`src/shared/spi_map_pkg.sv`:
```
// Shared constants and types for the mapped flash read sequencer
`default_nettype none
package spi_map_pkg;
  // Register byte offsets on the APB window
  localparam logic [7:0] OFS_MAPPED_READ_COMMAND = 8'h00;
  localparam logic [7:0] OFS_MAPPED_READ_ENABLE = 8'h04;
  localparam logic [7:0] OFS_MAPPED_READ_OPTION = 8'h08;
  localparam logic [7:0] OFS_MAPPED_READ_DUMMY = 8'h0C;
  localparam logic [7:0] OFS_BIT_RATE = 8'h10;
  localparam logic [7:0] OFS_STATUS = 8'h14;
  // Reset values
  localparam logic [7:0] COMMAND_RST = 8'h03;
  localparam logic [31:0] ENABLE_RST = 32'h0000_0070;
  localparam logic [31:0] OPTION_RST = 32'h0000_0000;
  localparam logic [31:0] DUMMY_RST = 32'h0000_0000;
  localparam logic [9:0] RATE_RST = 10'h001;
  // Enable register fields
  localparam int EN_CMD_WIDTH_LSB = 0;
  localparam int EN_ADDR_WIDTH_LSB = 2;
  localparam int EN_ADDR_LEN_LSB = 4;
  localparam int EN_OPT_SEL_LSB = 8;
  localparam int EN_OPT_WIDTH_LSB = 12;
  localparam int EN_DUMMY_EN_BIT = 14;
  localparam int EN_READ_WIDTH_LSB = 16;
  // Dummy register fields
  localparam int DM_COUNT_LSB = 0;
  localparam int DM_WIDTH_LSB = 16;
  // Bit rate register fields
  localparam int RATE_VALUE_LSB = 0;
  localparam int RATE_DIV_LSB = 8;
  // Field encodings
  localparam logic [1:0] WIDTH_QUAD = 2'h2;
  localparam logic [3:0] ADDR_LEN_24 = 4'h7;
  localparam logic [3:0] ADDR_LEN_32 = 4'hF;
  localparam logic [3:0] OPT_SEL_3 = 4'h8;
  localparam logic [3:0] OPT_SEL_32 = 4'hC;
  localparam logic [3:0] OPT_SEL_321 = 4'hE;
  localparam logic [3:0] OPT_SEL_3210 = 4'hF;
  // Timing and sizes
  localparam logic [11:0] HALF_MIN = 12'h002;
  localparam logic [5:0] DATA_BITS = 6'h20;
  localparam int FIFO_WIDTH = 8;
  localparam int FIFO_DEPTH = 4;

  // Sequencer phases in transfer order
  typedef enum logic [2:0] {
    PH_IDLE, PH_CMD, PH_ADDR, PH_OPT, PH_DUMMY, PH_DATA, PH_DONE
  } phase_t;

  // True when a two-bit width setting asks for four lines
  function automatic logic is_quad(input logic [1:0] w);
    is_quad = (w == WIDTH_QUAD);
  endfunction : is_quad

  // Number of option bytes that a select code enables
  function automatic logic [2:0] opt_count(input logic [3:0] sel);
    case (sel)
      OPT_SEL_3: opt_count = 3'h1;
      OPT_SEL_32: opt_count = 3'h2;
      OPT_SEL_321: opt_count = 3'h3;
      OPT_SEL_3210: opt_count = 3'h4;
      default: opt_count = 3'h0;
    endcase
  endfunction : opt_count
endpackage : spi_map_pkg
`default_nettype wire

```
`src/shared/fifo_link_if.sv`:
```
// Push and pop handshake between the sequencer and its read FIFO
`timescale 1ns/10ps
`default_nettype none
interface fifo_link_if #(parameter int WIDTH = 8);
  logic push_valid; // Byte offered by the sequencer
  logic push_ready; // FIFO has room
  logic [WIDTH-1:0] push_data; // Byte being offered
  logic pop_valid; // FIFO holds a byte
  logic pop_ready; // Consumer takes the byte
  logic [WIDTH-1:0] pop_data; // Oldest byte

  // FIFO side
  modport store (
    input push_valid, push_data, pop_ready,
    output push_ready, pop_valid, pop_data
  );
  // Sequencer and consumer side
  modport user (
    output push_valid, push_data, pop_ready,
    input push_ready, pop_valid, pop_data
  );
endinterface : fifo_link_if
`default_nettype wire

```
`src/core/byte_fifo.sv`:
```
// Small synchronous FIFO for bytes read from the flash
`timescale 1ns/10ps
`default_nettype none
module byte_fifo #(
  parameter int WIDTH = 8,
  parameter int DEPTH = 4
) (
  // Clock and reset
  input wire logic mclk,
  input wire logic reset_n,
  // Both handshake sides
  fifo_link_if.store link
);
  localparam int PW = $clog2(DEPTH);
  localparam int CW = $clog2(DEPTH + 1);

  // Whole FIFO state, storage included
  typedef struct packed {
    logic [DEPTH-1:0][WIDTH-1:0] mem;
    logic [PW-1:0] wptr;
    logic [PW-1:0] rptr;
    logic [CW-1:0] count;
  } fifo_state_t;

  fifo_state_t s_r; // Registered state
  fifo_state_t s_nxt; // Next state
  logic push; // Write this cycle
  logic pop; // Read this cycle

  // Honest flags straight from the fill level
  assign link.push_ready = (s_r.count != CW'(DEPTH));
  assign link.pop_valid = (s_r.count != '0);
  assign link.pop_data = s_r.mem[s_r.rptr];
  assign push = link.push_valid && link.push_ready;
  assign pop = link.pop_valid && link.pop_ready;

  // Pointer and level update; wrap kept general for any depth
  always_comb begin
    s_nxt = s_r;
    if (push) begin
      s_nxt.mem[s_r.wptr] = link.push_data;
      s_nxt.wptr = (s_r.wptr == PW'(DEPTH - 1)) ? '0 : s_r.wptr + 1'b1;
    end
    if (pop) begin
      s_nxt.rptr = (s_r.rptr == PW'(DEPTH - 1)) ? '0 : s_r.rptr + 1'b1;
    end
    s_nxt.count = s_r.count + CW'(push) - CW'(pop);
  end

  // State register
  always_ff @(posedge mclk or negedge reset_n) begin
    if (!reset_n) begin
      s_r <= '0;
    end else begin
      s_r <= s_nxt;
    end
  end
endmodule : byte_fifo
`default_nettype wire

```
`src/core/spi_flash_mapped_read.sv`:
```
// Mapped read sequencer: bus reads become serial flash read transfers
`timescale 1ns/10ps
`default_nettype none
// Operation
// RL1: Send 8-bit read command code first
// RL2: Command phase on one or four lines
// RL3: Hold four programmable option bytes
// RL4: Select none, 3, 32, 321 or 3210
// RL5: Option bytes on one or four lines
// RL6: Dummy count code gives one to eight
// RL7: Dummy enable bit can skip dummies
// RL8: Dummy phase on one or four lines
// RL9: Read data on one or four lines
// RL10: Address 24 or 32 bits, selectable width
// RL11: Clock rate from value and divider
// RL12: Phase order fixed, select held throughout
// RL13: Flash drives data only in data phase
module spi_flash_mapped_read (
  // Clock and reset
  input wire logic mclk,
  input wire logic reset_n,
  // APB register port
  input wire logic psel,
  input wire logic penable,
  input wire logic pwrite,
  input wire logic [7:0] paddr,
  input wire logic [31:0] pwdata,
  output logic [31:0] prdata,
  output logic pready,
  output logic pslverr,
  // Mapped read request
  input wire logic mem_req,
  input wire logic [31:0] mem_addr,
  output logic mem_accept,
  // Read data stream
  output logic mem_rvalid,
  output logic [spi_map_pkg::FIFO_WIDTH-1:0] mem_rdata,
  input wire logic mem_rready,
  // Flash pins
  output logic flash_serial_clock,
  output logic flash_slave_select_n,
  output logic [3:0] flash_io_out,
  output logic [3:0] flash_io_oe_n,
  input wire logic [3:0] flash_io_in
);
  import spi_map_pkg::*;

  // Shift pattern and clock count that a phase starts with
  typedef struct packed {
    logic [31:0] shift;
    logic [5:0] clks;
  } load_t;

  // All state of the block
  typedef struct packed {
    logic [7:0] read_cmd; // Command register
    logic [31:0] enr; // Enable register
    logic [31:0] opt; // Option bytes
    logic [31:0] dmy; // Dummy register
    logic [9:0] rate; // Bit rate register
    logic [31:0] prdata; // Read data for the access phase
    logic pslverr; // Error for the access phase
    phase_t phase; // Sequencer phase
    logic [31:0] addr; // Captured mapped address
    logic [31:0] shift; // Outgoing bits, MSB first
    logic [5:0] clks; // Serial clocks left in phase
    logic [11:0] div_cnt; // Half period down counter
    logic sclk; // Serial clock level
    logic ssl_n; // Slave select, low active
    logic [3:0] io_out; // Line values
    logic [3:0] oe_n; // Line enables, low drives
    logic [7:0] rx; // Byte being received
    logic [3:0] bits_in; // Bits of rx filled
    logic rx_valid; // Byte waiting for the FIFO
    logic [3:0] sync1; // First synchroniser stage
    logic [3:0] sync2; // Second synchroniser stage
  } seq_state_t;

  localparam seq_state_t ST_RST = '{
    read_cmd: COMMAND_RST, enr: ENABLE_RST, opt: OPTION_RST,
    dmy: DUMMY_RST, rate: RATE_RST, phase: PH_IDLE, ssl_n: 1'b1,
    oe_n: 4'hF, default: '0
  };

  seq_state_t s_r; // Registered state
  seq_state_t s_nxt; // Next state
  logic [11:0] half; // Half period in mclk cycles
  logic cur_quad; // Current phase uses four lines
  logic nxt_quad; // Next phase uses four lines
  logic addr_ok; // APB address decodes
  phase_t np; // Phase after the current one
  load_t ld; // Load for a starting phase

  fifo_link_if #(.WIDTH(FIFO_WIDTH)) rx_link ();

  // Width setting that governs a phase
  function automatic logic [1:0] lane_sel(input phase_t p,
                                          input logic [31:0] enr,
                                          input logic [31:0] dmy);
    case (p)
      // RL2 command lines
      PH_CMD: lane_sel = enr[EN_CMD_WIDTH_LSB +: 2];
      // RL10 address lines
      PH_ADDR: lane_sel = enr[EN_ADDR_WIDTH_LSB +: 2];
      // RL5 option lines
      PH_OPT: lane_sel = enr[EN_OPT_WIDTH_LSB +: 2];
      // RL8 dummy lines
      PH_DUMMY: lane_sel = dmy[DM_WIDTH_LSB +: 2];
      // RL9 read lines
      PH_DATA: lane_sel = enr[EN_READ_WIDTH_LSB +: 2];
      default: lane_sel = 2'h0;
    endcase
  endfunction : lane_sel

  // Next enabled phase; skipped phases fall through
  function automatic phase_t next_phase(input phase_t p,
                                        input logic [31:0] enr);
    logic addr_on;
    logic opt_on;
    logic dmy_on;
    addr_on = (enr[EN_ADDR_LEN_LSB +: 4] == ADDR_LEN_24) ||
              (enr[EN_ADDR_LEN_LSB +: 4] == ADDR_LEN_32);
    opt_on = (opt_count(enr[EN_OPT_SEL_LSB +: 4]) != 3'h0);
    // RL7 dummy enable gate
    dmy_on = enr[EN_DUMMY_EN_BIT];
    // RL12 fixed phase order
    if (p == PH_CMD && addr_on) next_phase = PH_ADDR;
    else if ((p == PH_CMD || p == PH_ADDR) && opt_on) next_phase = PH_OPT;
    else if (p != PH_DUMMY && p != PH_DATA && dmy_on) next_phase = PH_DUMMY;
    else if (p != PH_DATA) next_phase = PH_DATA;
    else next_phase = PH_DONE;
  endfunction : next_phase

  // Shift pattern and clock count for a starting phase
  function automatic load_t load_phase(input phase_t p,
                                       input logic [31:0] addr,
                                       input logic [7:0] cmd,
                                       input logic [31:0] enr,
                                       input logic [31:0] opt,
                                       input logic [31:0] dmy);
    load_t r;
    logic [5:0] bits;
    logic q;
    r = '0;
    bits = 6'h00;
    q = is_quad(lane_sel(p, enr, dmy));
    case (p)
      PH_CMD: begin
        // RL1 command code first
        r.shift = {cmd, 24'h00_0000};
        bits = 6'h08;
      end
      PH_ADDR: begin
        // RL10 address length
        if (enr[EN_ADDR_LEN_LSB +: 4] == ADDR_LEN_32) begin
          r.shift = addr;
          bits = 6'h20;
        end else begin
          r.shift = {addr[23:0], 8'h00};
          bits = 6'h18;
        end
      end
      PH_OPT: begin
        // RL4 byte three leads
        r.shift = opt;
        bits = {opt_count(enr[EN_OPT_SEL_LSB +: 4]), 3'h0};
      end
      PH_DUMMY: begin
        // RL6 code plus one clocks
        bits = {3'h0, dmy[DM_COUNT_LSB +: 3]} + 6'h01;
      end
      PH_DATA: bits = DATA_BITS;
      default: bits = 6'h00;
    endcase
    // Dummy counts clocks, every other phase counts bits
    r.clks = (q && p != PH_DUMMY) ? {2'h0, bits[5:2]} : bits;
    return r;
  endfunction : load_phase

  // Register file decode
  assign addr_ok = (paddr == OFS_MAPPED_READ_COMMAND) ||
                   (paddr == OFS_MAPPED_READ_ENABLE) ||
                   (paddr == OFS_MAPPED_READ_OPTION) ||
                   (paddr == OFS_MAPPED_READ_DUMMY) ||
                   (paddr == OFS_BIT_RATE) || (paddr == OFS_STATUS);

  // RL11 half period from rate value and divider, floored for sync delay
  always_comb begin
    half = ({4'h0, s_r.rate[RATE_VALUE_LSB +: 8]} + 12'h001)
           << s_r.rate[RATE_DIV_LSB +: 2];
    if (half < HALF_MIN) begin
      half = HALF_MIN;
    end
  end

  // Whole next state of the sequencer and register file
  always_comb begin
    s_nxt = s_r;
    np = PH_IDLE;
    ld = '0;
    cur_quad = is_quad(lane_sel(s_r.phase, s_r.enr, s_r.dmy));
    // Flash lines come from another timing world
    s_nxt.sync1 = flash_io_in;
    s_nxt.sync2 = s_r.sync1;
    // Setup cycle prepares read data so the access phase needs no wait
    if (psel && !penable) begin
      s_nxt.pslverr = !addr_ok;
      case (paddr)
        OFS_MAPPED_READ_COMMAND: s_nxt.prdata = {24'h00_0000, s_r.read_cmd};
        OFS_MAPPED_READ_ENABLE: s_nxt.prdata = s_r.enr;
        // RL3 option bytes readable
        OFS_MAPPED_READ_OPTION: s_nxt.prdata = s_r.opt;
        OFS_MAPPED_READ_DUMMY: s_nxt.prdata = s_r.dmy;
        OFS_BIT_RATE: s_nxt.prdata = {22'h00_0000, s_r.rate};
        OFS_STATUS: s_nxt.prdata = {29'h0000_0000, rx_link.pop_valid,
                                    s_r.rx_valid,
                                    (s_r.phase != PH_IDLE)};
        default: s_nxt.prdata = 32'h0000_0000;
      endcase
    end
    // Writes land at the access edge only
    if (psel && penable && pwrite && addr_ok) begin
      case (paddr)
        OFS_MAPPED_READ_COMMAND: s_nxt.read_cmd = pwdata[7:0];
        OFS_MAPPED_READ_ENABLE: s_nxt.enr = pwdata;
        // RL3 four option bytes stored
        OFS_MAPPED_READ_OPTION: s_nxt.opt = pwdata;
        OFS_MAPPED_READ_DUMMY: s_nxt.dmy = pwdata;
        OFS_BIT_RATE: s_nxt.rate = pwdata[9:0];
        default: s_nxt.rate = s_r.rate;
      endcase
    end
    // Received byte leaves once the FIFO takes it
    if (s_r.rx_valid && rx_link.push_ready) begin
      s_nxt.rx_valid = 1'b0;
    end
    case (s_r.phase)
      PH_IDLE: begin
        s_nxt.sclk = 1'b0;
        s_nxt.ssl_n = 1'b1;
        if (mem_req) begin
          // RL12 select falls at start
          ld = load_phase(PH_CMD, mem_addr, s_r.read_cmd, s_r.enr,
                          s_r.opt, s_r.dmy);
          s_nxt.addr = mem_addr;
          s_nxt.ssl_n = 1'b0;
          s_nxt.phase = PH_CMD;
          s_nxt.shift = ld.shift;
          s_nxt.clks = ld.clks;
          s_nxt.bits_in = 4'h0;
          s_nxt.div_cnt = half - 12'h001;
        end
      end
      PH_DONE: begin
        // Wait for the last byte to reach the FIFO
        s_nxt.ssl_n = 1'b1;
        if (!s_r.rx_valid) begin
          s_nxt.phase = PH_IDLE;
        end
      end
      default: begin
        if (s_r.div_cnt != 12'h000) begin
          s_nxt.div_cnt = s_r.div_cnt - 12'h001;
        end else if (!s_r.rx_valid) begin
          // Clock stops low while the FIFO is full
          s_nxt.div_cnt = half - 12'h001;
          if (!s_r.sclk) begin
            s_nxt.sclk = 1'b1;
          end else begin
            s_nxt.sclk = 1'b0;
            // RL13 sample only in data phase
            if (s_r.phase == PH_DATA) begin
              // RL9 one or four bits per clock
              if (cur_quad) begin
                s_nxt.rx = {s_r.rx[3:0], s_r.sync2};
                s_nxt.bits_in = s_r.bits_in + 4'h4;
              end else begin
                s_nxt.rx = {s_r.rx[6:0], s_r.sync2[1]};
                s_nxt.bits_in = s_r.bits_in + 4'h1;
              end
              if (s_nxt.bits_in == 4'h8) begin
                s_nxt.bits_in = 4'h0;
                s_nxt.rx_valid = 1'b1;
              end
            end
            if (s_r.clks == 6'h01) begin
              // RL12 advance to next phase
              np = next_phase(s_r.phase, s_r.enr);
              ld = load_phase(np, s_r.addr, s_r.read_cmd, s_r.enr,
                              s_r.opt, s_r.dmy);
              s_nxt.phase = np;
              s_nxt.shift = ld.shift;
              s_nxt.clks = ld.clks;
              s_nxt.ssl_n = (np == PH_DONE);
            end else begin
              s_nxt.clks = s_r.clks - 6'h01;
              s_nxt.shift = cur_quad ? (s_r.shift << 4) : (s_r.shift << 1);
            end
          end
        end
      end
    endcase
    // Line drive follows the phase now in force
    nxt_quad = is_quad(lane_sel(s_nxt.phase, s_nxt.enr, s_nxt.dmy));
    case (s_nxt.phase)
      PH_CMD, PH_ADDR, PH_OPT, PH_DUMMY: begin
        if (nxt_quad) begin
          s_nxt.io_out = (s_nxt.phase == PH_DUMMY) ? 4'h0
                         : s_nxt.shift[31:28];
          s_nxt.oe_n = 4'h0;
        end else begin
          s_nxt.io_out = {3'h0,
                          (s_nxt.phase != PH_DUMMY) && s_nxt.shift[31]};
          s_nxt.oe_n = 4'hE;
        end
      end
      default: begin
        // RL13 lines released for the flash
        s_nxt.io_out = 4'h0;
        s_nxt.oe_n = 4'hF;
      end
    endcase
  end

  // State register
  always_ff @(posedge mclk or negedge reset_n) begin
    if (!reset_n) begin
      s_r <= ST_RST;
    end else begin
      s_r <= s_nxt;
    end
  end

  // Read FIFO between sequencer and consumer
  byte_fifo #(
    .WIDTH(FIFO_WIDTH),
    .DEPTH(FIFO_DEPTH)
  ) u_fifo (
    .mclk(mclk),
    .reset_n(reset_n),
    .link(rx_link.store)
  );

  assign rx_link.push_valid = s_r.rx_valid;
  assign rx_link.push_data = s_r.rx;
  assign rx_link.pop_ready = mem_rready;

  // Outputs
  assign prdata = s_r.prdata;
  assign pslverr = s_r.pslverr;
  assign pready = 1'b1;
  assign mem_accept = (s_r.phase == PH_IDLE) && mem_req;
  assign mem_rvalid = rx_link.pop_valid;
  assign mem_rdata = rx_link.pop_data;
  assign flash_serial_clock = s_r.sclk;
  assign flash_slave_select_n = s_r.ssl_n;
  assign flash_io_out = s_r.io_out;
  assign flash_io_oe_n = s_r.oe_n;
endmodule : spi_flash_mapped_read
`default_nettype wire

```
`config.mk`:
```
export PLATFORM = sky130hd
export DESIGN_NAME = spi_flash_mapped_read
export DESIGN_NICKNAME = d
export VERILOG_FILES = /design/src/shared/spi_map_pkg.sv /design/src/shared/fifo_link_if.sv /design/src/core/byte_fifo.sv /design/src/core/spi_flash_mapped_read.sv
export SDC_FILE = /design/constraint.sdc
export NUM_CORES = 1
export LEC_CHECK = 0
export ABC_AREA = 1
export BUFFER_PORTS_ARGS = -buffer_cell sky130_fd_sc_hd__buf_2
export CAP_MARGIN = 20
export CORE_UTILIZATION = 30
export DETAILED_ROUTE_END_ITERATION = 10
export SLEW_MARGIN = 20
export SYNTH_ARGS = -nofsm -noshare
export SYNTH_HDL_FRONTEND = slang
export SYNTH_SLANG_ARGS = --single-unit
```
`constraint.sdc`:
```
create_clock -name mclk -period 5.68 [get_ports mclk]
set_input_delay 0 -clock mclk [delete_from_list [all_inputs] [get_ports mclk]]
set_output_delay 0 -clock mclk [all_outputs]
set_load 0.03 [all_outputs]
```
==> results of run 1 <==
## report_power, final
part           switching, W  leakage (nW)  internal, W
Sequential         0.000230          3.81      0.00246
Combinational       0.00171          4.30     0.000795
Clock              0.000976         0.564      0.00133
Total               0.00291          8.67      0.00459
## synthesized netlist by cell type (all sizes together) (7+ instances only)
library cell    n
nand3          53
ha             15
dfstp           9
nand4          14
o21ai         310
xor2           13
nor3           16
nor2          117
o221ai         19
buf            60
dfrtp         291
inv           230
a221oi         18
a22oi           9
xnor2           7
nand2         480
o211ai         12
a211oi          7
o2111ai         7
o22ai          45
a21oi          83
clkbuf         66
## state kept, by name, summed over array words and instances, names as in the netlist
register	flops
flash_serial_clock	1
rx_link.push_valid	1
u_fifo.s_r	39
flash_io_oe_n	2
flash_slave_select_n	1
s_r	207
pslverr	1
s_nxt	4
rx_link.push_data	8
flash_io_out	4
prdata	32
## cell families (layout without fill, tap and decap cells)
group,Yosys count,after routing,synth area share (%)
compound gates,532,532,19.7
mux,3,3,0.218
flops,300,300,48.5
other cells,1,2,0.0242
fa+ha+maj,16,16,1.34
simple gates,684,684,19.1
xor+xnor,20,20,1.13
buf+inv,359,517,9.90
## layer usage
metal | share of wire, % | vias up
met4 | 2.7 | 4
li1 | - | 6575
met1 | 46 | 6649
met2 | 44 | 498
met5 | 0.11 | -
met3 | 7.7 | 84
## per-stage QoR
stage / instance area [sq um] / utilization, %
after floorplan: 15500 / -
after global placement: 16500 / 32.6
after detailed placement: 16500 / 32.6
after CTS: 18400 / 36.3
after global routing: 18400 / 36.4
final: 18400 / 36.4
## cell type report
| type | count | share of cell area, % |
|---|---|---|
| inverter | 233 | 4.79 |
| tap | 672 | 4.57 |
| clock inverter | 15 | 1.07 |
| multi-input combinational | 1256 | 35.0 |
| timing repair buffer | 222 | 8.41 |
| clock buffer | 47 | 5.32 |
| sequential | 300 | 40.8 |
| antenna | 1 | 0.0136 |
## worst paths after layout
check | start | to
worst max-delay path | s_r[44]$_DFFE_PN0P_ | flash_io_out[2]$_DFF_PN0_
worst min-delay path | psel | prdata[1]$_DFFE_PN0P_
worst max register to register | s_r[44]$_DFFE_PN0P_ | flash_io_out[2]$_DFF_PN0_
worst min register to register | s_nxt[2]$_DFF_PN0_ | s_r[2]$_DFF_PN0_
max in group asynchronous | reset_n | s_r[253]$_DFFE_PN0P_
min in group asynchronous | reset_n | s_r[103]$_DFFE_PN0P_
## worst max-delay path, stage by stage (launching register included)
cell and delay (ns):
dfrtp_1 0.37, inv_1 0.10, ha_1 0.17, nand2_1 0.09
nor2_4 0.11, buf_4 0.34, inv_1 0.47, a21oi_4 0.63
nand2_1 0.14, nand3_2 0.12, nand2_4 0.09, inv_4 0.10
ha_1 0.23, nand2_1 0.08, nand3_2 0.07, nor2_2 0.14
nand4_1 0.16, nor2_1 0.12
==> flow_summary.toml, run 1 <==
[clock_tree]
clockBufferDepth = 3
cts_hold_buffers = 74
clkLatencyLatePin_ns = 0.54
cts_buffers = 34
cts_tree = "done"
clk_pin_slew_ns = 0.07
post_cts_buffers = 0
cts_max_level = 2
cts_sinks = 300
cts_root_buf = "clkbuf_16"
ctsResizeCount = 0

[drt]
drc = 0
routed_wl_um = 46200
vias = 13800
drt_iter0_markers = 1382
wire_per_inst_um = 16.8
dr.pass1.iters = 5
final_antenna_net_count = 0
via_per_inst = 5.03

[global_route]
grt_max_degree = 134
grt_pass1_vias = 13200
grtUsageMet3_pct = 3.76
antenna_found_initial = 3
grtUsageTotal_pct = 17.5
grt_pass1_wl_um = 73300
grtUsageMet2_pct = 26.6
top_usage_layer = "met2"
grt_use_met1_pct = 24.8
grt_overflow = 0

[logic_synthesis]
yosysWarnings = 0
synth_cell_types = 58
yosysTopAreaCell = "dfrtp_1"
syn_nets = 2014
syn_inst = 1915
syn_area_sq_um = 15500
synth_edf_count = 0
ys_ff_latch = 300
async_flop_share_pct = 100
synth_area_per_cell_sq_um = 8.09
ys_seq_area_share_pct = 48.5
yosysTopAreaCellShare_pct = 47.0
synthTopCellsByArea = "dfrtp_1 (47%), nand2_1 (11%), o21ai_0 (9.4%), inv_1 (5.3%), a21oi_1 (2.6%)"
synth_ff_type = "dfrtp_1"

[place]
pre_cts_slack_ns = 2.10
place_congestion = 0.900
port_buffers = 135
place_inst = 2608
hpwlAfterDp_um = 32300

[floorplan]
start_util_pct = 30.6
coreArea_sq_um = 50600
die_x_um = 229
dieArea_sq_um = 52500
fp.dieH_um = 229
ioPinCount = 137
rows = 82

[layout]
fillers = 5183
layout_common_cells = "nand2_1 (463), o21ai_0 (292), dfrtp_1 (291)"
syn_to_final_growth_pct = 18.9
final_common_cell = "nand2_1"
area.sequential_sq_um = 7520
multiInputGateArea_sq_um = 6440
fin_cells = 2746
drive_gt1_share_pct = 13.8
finalNetCount = 2146

[timing]
max_clock_freq_ghz = 0.279
rsz0062_at_grt = "false"
slew_viol_final = 0
slew_headroom_pct = 36.2
final_hold_viol_count = 0
setup_slack_ns = 2.09
skew_ns = 0.0315
fin_hold_ws_ns = 0.0138
period_minus_slack_ns = 3.59
fin_crit_sh_pct = 63.2
setup_violations = 0
setup_tns_ns = 0
tightest_slew_ns = 0.957

[setup_path]
crit_required_ns = 6.14
end_kind = "register"
ff2ff_path_depth = 17
rrSetupSlack_ns = 2.09
cp-start-kind = "register"
arrival_ns = 4.05
critPathKind = "register to register"
cp_max_fo = 33

[worst_hold_path]
hold_depth = 4
min_path_type = "input pin to register"

[run]
maxCapViolations = 0

[power_and_ir_drop]
finalPower_w = 0.00750
p_leak_nw = 8.67
powerDensity_nw_per_um2 = 408
ir_worst_vdd_mv = 0.197

[outcome]
outcome = "finished clean"
Note: power is estimated with default switching activity, not from simulation.
==> inputs of run 2 (changes only) <==
Clock period 5.68 ns to 2.9 ns, I/O delays scaled along.
==> run 2 against run 1 <==
Design area rose by 3.8%. Critical endpoint is now s_r[41]$_DFFE_PN0P_. Sequential share of layout area fell by 1.5 points. Critical path type unchanged. The flow now finishes with violations (setup timing). Critical path depth grew 5. Clock power increased by 98%. Combinational power is 110% higher. Global-route usage up 0.30 points. Worst setup slack worse by 2.3 ns. Utilization grew 1.4 points.
==> flow_summary.toml, run 2 (synthesized netlist as in run 1, its figures left out) <==
[outcome]
outcome = "finished with violations"
violations = "setup timing"

[worst_hold_path]
hold_depth = 6
worstHoldStart = "penable"
min_to = "prdata[1]$_DFFE_PN0P_"
min_path_type = "input pin to register"

[layout]
finalNetCount = 2205
drive_gt1_share_pct = 17.5
fin_util_pct = 37.8
layout_common_cells = "nand2_1 (456), dfrtp_1 (291), o21ai_0 (290)"
insertedDiodeCount = 0
syn_to_final_growth_pct = 23.3
largest_register_ffs = 207
top_register = "s_r"
final_common_cell = "nand2_1"

[clock_tree]
clkLatencyLatePin_ns = 0.54
clk_pin_slew_ns = 0.06
cts_tree = "done"
cts_max_level = 2
cts_buffers = 35
cts_sinks = 300
cts_root_buf = "clkbuf_16"
clockBufferDepth = 3

[place]
place_congestion = 0.920
hpwlAfterDp_um = 33500
port_buffers = 135

[setup_path]
crit_slowest_cell = "dfstp_2"
crit_required_ns = 3.35
cp_top_family = "simple AND/OR/NAND/NOR gates"
arrival_ns = 3.54
cp_max_fo = 3
ff2ff_path_depth = 22
cp-start-kind = "register"
end_kind = "register"
cp_slowest_stage_delay_ns = 0.56
cp_common_cell = "nand2_1"
rrSetupSlack_ns = -0.19
crit_buf_inv = 2
critPathKind = "register to register"
crit_chain = "ha_4 > nand2_4 > inv_4 > nand3_4 > nor2_4 > xor2_2 > nand2_1 > nand3_1 > nand2_1 > nand2_1 > nor2_2 > nand2_2 > o21a_1 > ha_4 > nand2_4 > nor2_4 > nand3_2 > nor3_4 > inv_2 > o21bai_1 > nand3_1 > a22oi_1"
timing.rr.end = "s_r[41]$_DFFE_PN0P_"
worstReg2RegStart = "s_r[149]$_DFFE_PN1P_"

[power_and_ir_drop]
powerDensity_nw_per_um2 = 784
ir_worst_vdd_mv = 0.404
p_leak_nw = 9.00

[drt]
wire_per_inst_um = 16.9
via_per_inst = 5.03
routed_wl_um = 47300
vias = 14100
final_antenna_net_count = 0
dr.pass1.iters = 5
drc = 0
drt_iter0_markers = 1235

[timing]
setup_slack_ns = -0.188
skew_ns = 0.0318
tightest_slew_ns = 0.892
fin_hold_ws_ns = 0.00788
slew_headroom_pct = 40.5
final_hold_viol_count = 0
period_minus_slack_ns = 3.09
slew_viol_final = 0
setup_tns_ns = -0.389
setup_violations = 3
rsz0062_at_grt = "true"
max_clock_freq_ghz = 0.324
fin_crit_sh_pct = 106

[floorplan]
rows = 82
coreArea_sq_um = 50600
start_util_pct = 30.6
ioPinCount = 137
die_x_um = 229
fp.dieH_um = 229
dieArea_sq_um = 52500

[global_route]
antenna_found_initial = 1
grt_pass1_wl_um = 74900
grt_overflow = 0
grtUsageTotal_pct = 17.8
grt_max_degree = 81
grt_pass1_vias = 13600

[run]
maxCapViolations = 0
[run 2: cell types whose count changed in the layout (fill, tap and decap cells not counted), moves of 4 or more]
cell,change
buf_4,+53
nand2_1,-7
nand2_2,+4
nand3_1,-6
nor2_1,-4
nor2_4,+6
[run 2: how the worst max path moves through the flow]
stage	slack, ns	to	cells past startpoint	start
2_1_floorplan	0.008	s_r[41]$_DFFE_PN0P_	22	s_r[149]$_DFFE_PN1P_
3_3_place_gp	-0.03	s_r[41]$_DFFE_PN0P_	22	s_r[149]$_DFFE_PN1P_
3_5_place_dp	-0.15	s_r[41]$_DFFE_PN0P_	22	s_r[149]$_DFFE_PN1P_
4_1_cts	-0.03	s_r[41]$_DFFE_PN0P_	22	s_r[149]$_DFFE_PN1P_
5_1_grt	-0.40	s_r[41]$_DFFE_PN0P_	22	s_r[149]$_DFFE_PN1P_
6_report	-0.19	s_r[41]$_DFFE_PN0P_	22	s_r[149]$_DFFE_PN1P_
[run 2: per-stage QoR]
stage          total power (W)  worst slack [ns]  cells  cell area, sq um
6_report                0.0150            -0.188   2804             19100
5_1_grt                 0.0159            -0.398   2804             19100
4_1_cts                 0.0150           -0.0275   2796             18900
3_5_place_dp            0.0103            -0.145   2656             16900
3_3_place_gp            0.0102           -0.0254   2656             16900
2_1_floorplan          0.00883           0.00768   1915             15500
[run 2: area by class of cell]
class	count	area (sq um)
clock buffer	52	1030
clock inverter	11	173
fill	5096	31500
inverter	233	883
multi-input combinational	1257	6650
sequential	300	7520
tap	672	841
timing repair buffer	279	2010
[run 2: metal layers]
layer  vias up  share of wire [%]  wire, um  track usage [%]
li1       6690                  -         -                -
met5         -              0.027        13                0
met3        92                6.2      2950             2.47
met1      6791                 45     21400             25.0
met2       535                 46     21700             28.4
met4         2                2.6      1250             5.44
[run 2: power breakdown]
group	total, W	leakage, nW	switching, W	internal, W
registers	0.00528	3.81	0.000455	0.00483
clock network	0.00457	0.586	0.00182	0.00275
logic	0.00513	4.60	0.00343	0.00170
total	0.0150	9.00	0.00571	0.00927
[run 2: repair_timing]
item | in CTS | in global routing
pin swaps | 1 | 26
gates resized for setup | 15 | 32
endpoints found under the hold margin | 245 | 0
setup buffers | 2 | 7
setup endpoints to repair | 3 | 9
hold buffers | 75 | 0
gates cloned | 0 | 1
[run 2: worst min-delay path, delay by kind of cell]
family	cells	cell delay (ns)
buf+inv	3	0.22
simple gates	3	0.28
==> inputs of run 3 (changes only) <==
Settings changed: MAX_ROUTING_LAYER set to met4.
Clock period 2.9 ns to 3.4 ns, I/O delays scaled along.
==> run 3 against run 2 <==
The flow finishes with violations (hold timing). Utilization fell by 0.54 points. Sequential share of layout area rose by 0.58 points. Sequential cell count did not move. Non-clock buffer count fell by 29. Via count fell by 1.7%. Design area fell by 1.4%. Register-to-register slack improved by 0.42 ns. Clock-buffer cell count did not move. Worst setup slack improved by 0.42 ns. Clock power fell by 12%. Combinational power fell by 17%. Critical path depth rose by 1. Critical path type unchanged. Largest power group unchanged.
==> flow_summary.toml, run 3 (synthesized netlist as in run 1, its figures left out) <==
[timing]
tightest_slew_ns = 0.857
final_hold_viol_count = 2
slew_headroom_pct = 42.8
fin_hold_ws_ns = -0.0168
skew_ns = 0.0302
setup_violations = 0
max_clock_freq_ghz = 0.316
fin_crit_sh_pct = 93.2
period_minus_slack_ns = 3.17
setup_slack_ns = 0.231
slew_viol_final = 0
setup_tns_ns = 0

[place]
port_buffers = 135
pre_cts_slack_ns = 0.0721
hpwlAfterDp_um = 33300
place_congestion = 0.896

[global_route]
grtUsageMet2_pct = 28.4
grt_max_degree = 97
grt_pass1_wl_um = 76300
grt_use_met1_pct = 25.9
grtUsageMet3_pct = 2.27
top_usage_layer = "met2"
grt_pass1_vias = 13700
grt_overflow = 0
antenna_found_initial = 0
grtUsageTotal_pct = 18.7

[outcome]
outcome = "finished with violations"
violations = "hold timing"

[power_and_ir_drop]
switching_share_pct = 37.7
p_leak_nw = 8.86
p_int_w = 0.00798
pwr-share-comb_pct = 33.4
finalPower_w = 0.0128
p_sw_w = 0.00482
clkPwrFrac_pct = 31.4
ir_worst_vdd_mv = 0.336
powerDensity_nw_per_um2 = 680
seq_power_share_pct = 35.1

[layout]
insertedDiodeCount = 0
drive_gt1_share_pct = 16.0
layout_common_cells = "nand2_1 (456), dfrtp_1 (290), o21ai_0 (288)"
top_register = "s_r"
finalNetCount = 2175
syn_to_final_growth_pct = 21.6
final_common_cell = "nand2_1"
multiInputGateArea_sq_um = 6570
largest_register_ffs = 207
fillers = 5140
area.sequential_sq_um = 7520

[floorplan]
fp.dieH_um = 229
rows = 82
dieArea_sq_um = 52500
coreArea_sq_um = 50600
ioPinCount = 137
start_util_pct = 30.6
die_x_um = 229

[setup_path]
rrSetupSlack_ns = 0.23
arrival_ns = 3.61
timing.rr.end = "s_r[41]$_DFFE_PN0P_"
crit_required_ns = 3.84
critPathKind = "register to register"
cp-startpoint = "s_r[149]$_DFFE_PN1P_"
ff2ff_path_depth = 23
cp_max_fo = 5
end_kind = "register"
cp-start-kind = "register"
crit_end = "s_r[41]$_DFFE_PN0P_"
worstReg2RegStart = "s_r[149]$_DFFE_PN1P_"

[clock_tree]
clockBufferDepth = 3
clk_pin_slew_ns = 0.06
cts_root_buf = "clkbuf_16"
clkLatencyLatePin_ns = 0.54
cts_tree = "done"
cts_buffers = 35
cts_sinks = 300
cts_max_level = 2

[drt]
wire_per_inst_um = 17.1
dr.pass1.iters = 5
routed_wl_um = 47500
vias = 13900
via_per_inst = 5.00
drc = 0
drt_iter0_markers = 1124
final_antenna_net_count = 0

[worst_hold_path]
min_path_type = "input pin to register"

[run]
maxCapViolations = 0
## run 3: per-stage QoR
stage | cells | util [%] | hold WS [ns] | cell area [sq um]
4_1_cts | 2766 | 36.8 | 0.0540 | 18600
5_1_grt | 2775 | 37.2 | 0.0164 | 18800
2_1_floorplan | 1915 | - | -0.296 | 15500
3_5_place_dp | 2628 | 32.9 | 0.0534 | 16700
6_report | 2775 | 37.2 | -0.0168 | 18800
3_3_place_gp | 2628 | 32.9 | 0.0475 | 16700
## run 3: repair_timing
action / in CTS / in global routing
hold buffers: 74 / 0
setup endpoints to repair: 0 / 3
resized for setup: 0 / 36
endpoints found under the hold margin: 229 / 0
buffers inserted: 0 / 8
## run 3: cell type report
class	instances	area share [%]
Tap cell	672	4.47
Clock inverter	12	1.08
Multi-Input combinational cell	1256	34.9
Inverter	233	4.68
Timing Repair Buffer	250	9.54
Clock buffer	52	5.42
Sequential cell	300	39.9
## run 3: worst min path at each step
stage | from | endpoint | slack (ns) | depth (start not counted)
floorplan | reset_n | flash_io_out[0]$_DFF_PN0_ | -0.30 | 0
global placement | reset_n | s_r[62]$_DFFE_PN0P_ | 0.05 | 1
detailed placement | reset_n | s_r[62]$_DFFE_PN0P_ | 0.05 | 1
CTS | paddr[3] | s_r[228]$_DFFE_PN1P_ | 0.05 | 6
global route | psel | prdata[2]$_DFFE_PN0P_ | 0.02 | 4
finish | psel | prdata[0]$_DFFE_PN0P_ | -0.02 | 4
## run 3: power groups by stage
stage | registers, W | clock network, W | logic (W)
after floorplan | 0.00444 | 0 | 0.00309
after global placement | 0.00453 | 0 | 0.00411
after detailed placement | 0.00455 | 0 | 0.00417
after CTS | 0.00449 | 0.00410 | 0.00426
after global routing | 0.00456 | 0.00426 | 0.00477
final | 0.00450 | 0.00402 | 0.00428
## run 3: layer usage
metal | up-vias | part of all wire, % | wire length (um)
met3 | 92 | 5.5 | 2620
met2 | 415 | 45 | 21500
li1 | 6623 | - | -
met5 | - | 0 | 0
met1 | 6747 | 46 | 22000
met4 | 0 | 2.9 | 1370
## run 3: worst max-delay path, cell delays in order, from the launching register on
cell and delay (ns):
dfstp_2 0.58, ha_4 0.16, nand2_2 0.06, inv_2 0.08
nand3_4 0.07, nor2_4 0.15, nand3_2 0.11, nor2_4 0.17
nand2_2 0.06, inv_2 0.06, nor3_2 0.04, nand2_2 0.08
nor2_2 0.04, nand2_2 0.11, o21a_1 0.18, ha_4 0.14
nand2_1 0.06, nor2_2 0.14, nand3_2 0.11, nor3_2 0.21
inv_1 0.09, o21bai_1 0.14, nand3_1 0.09, a22oi_1 0.16
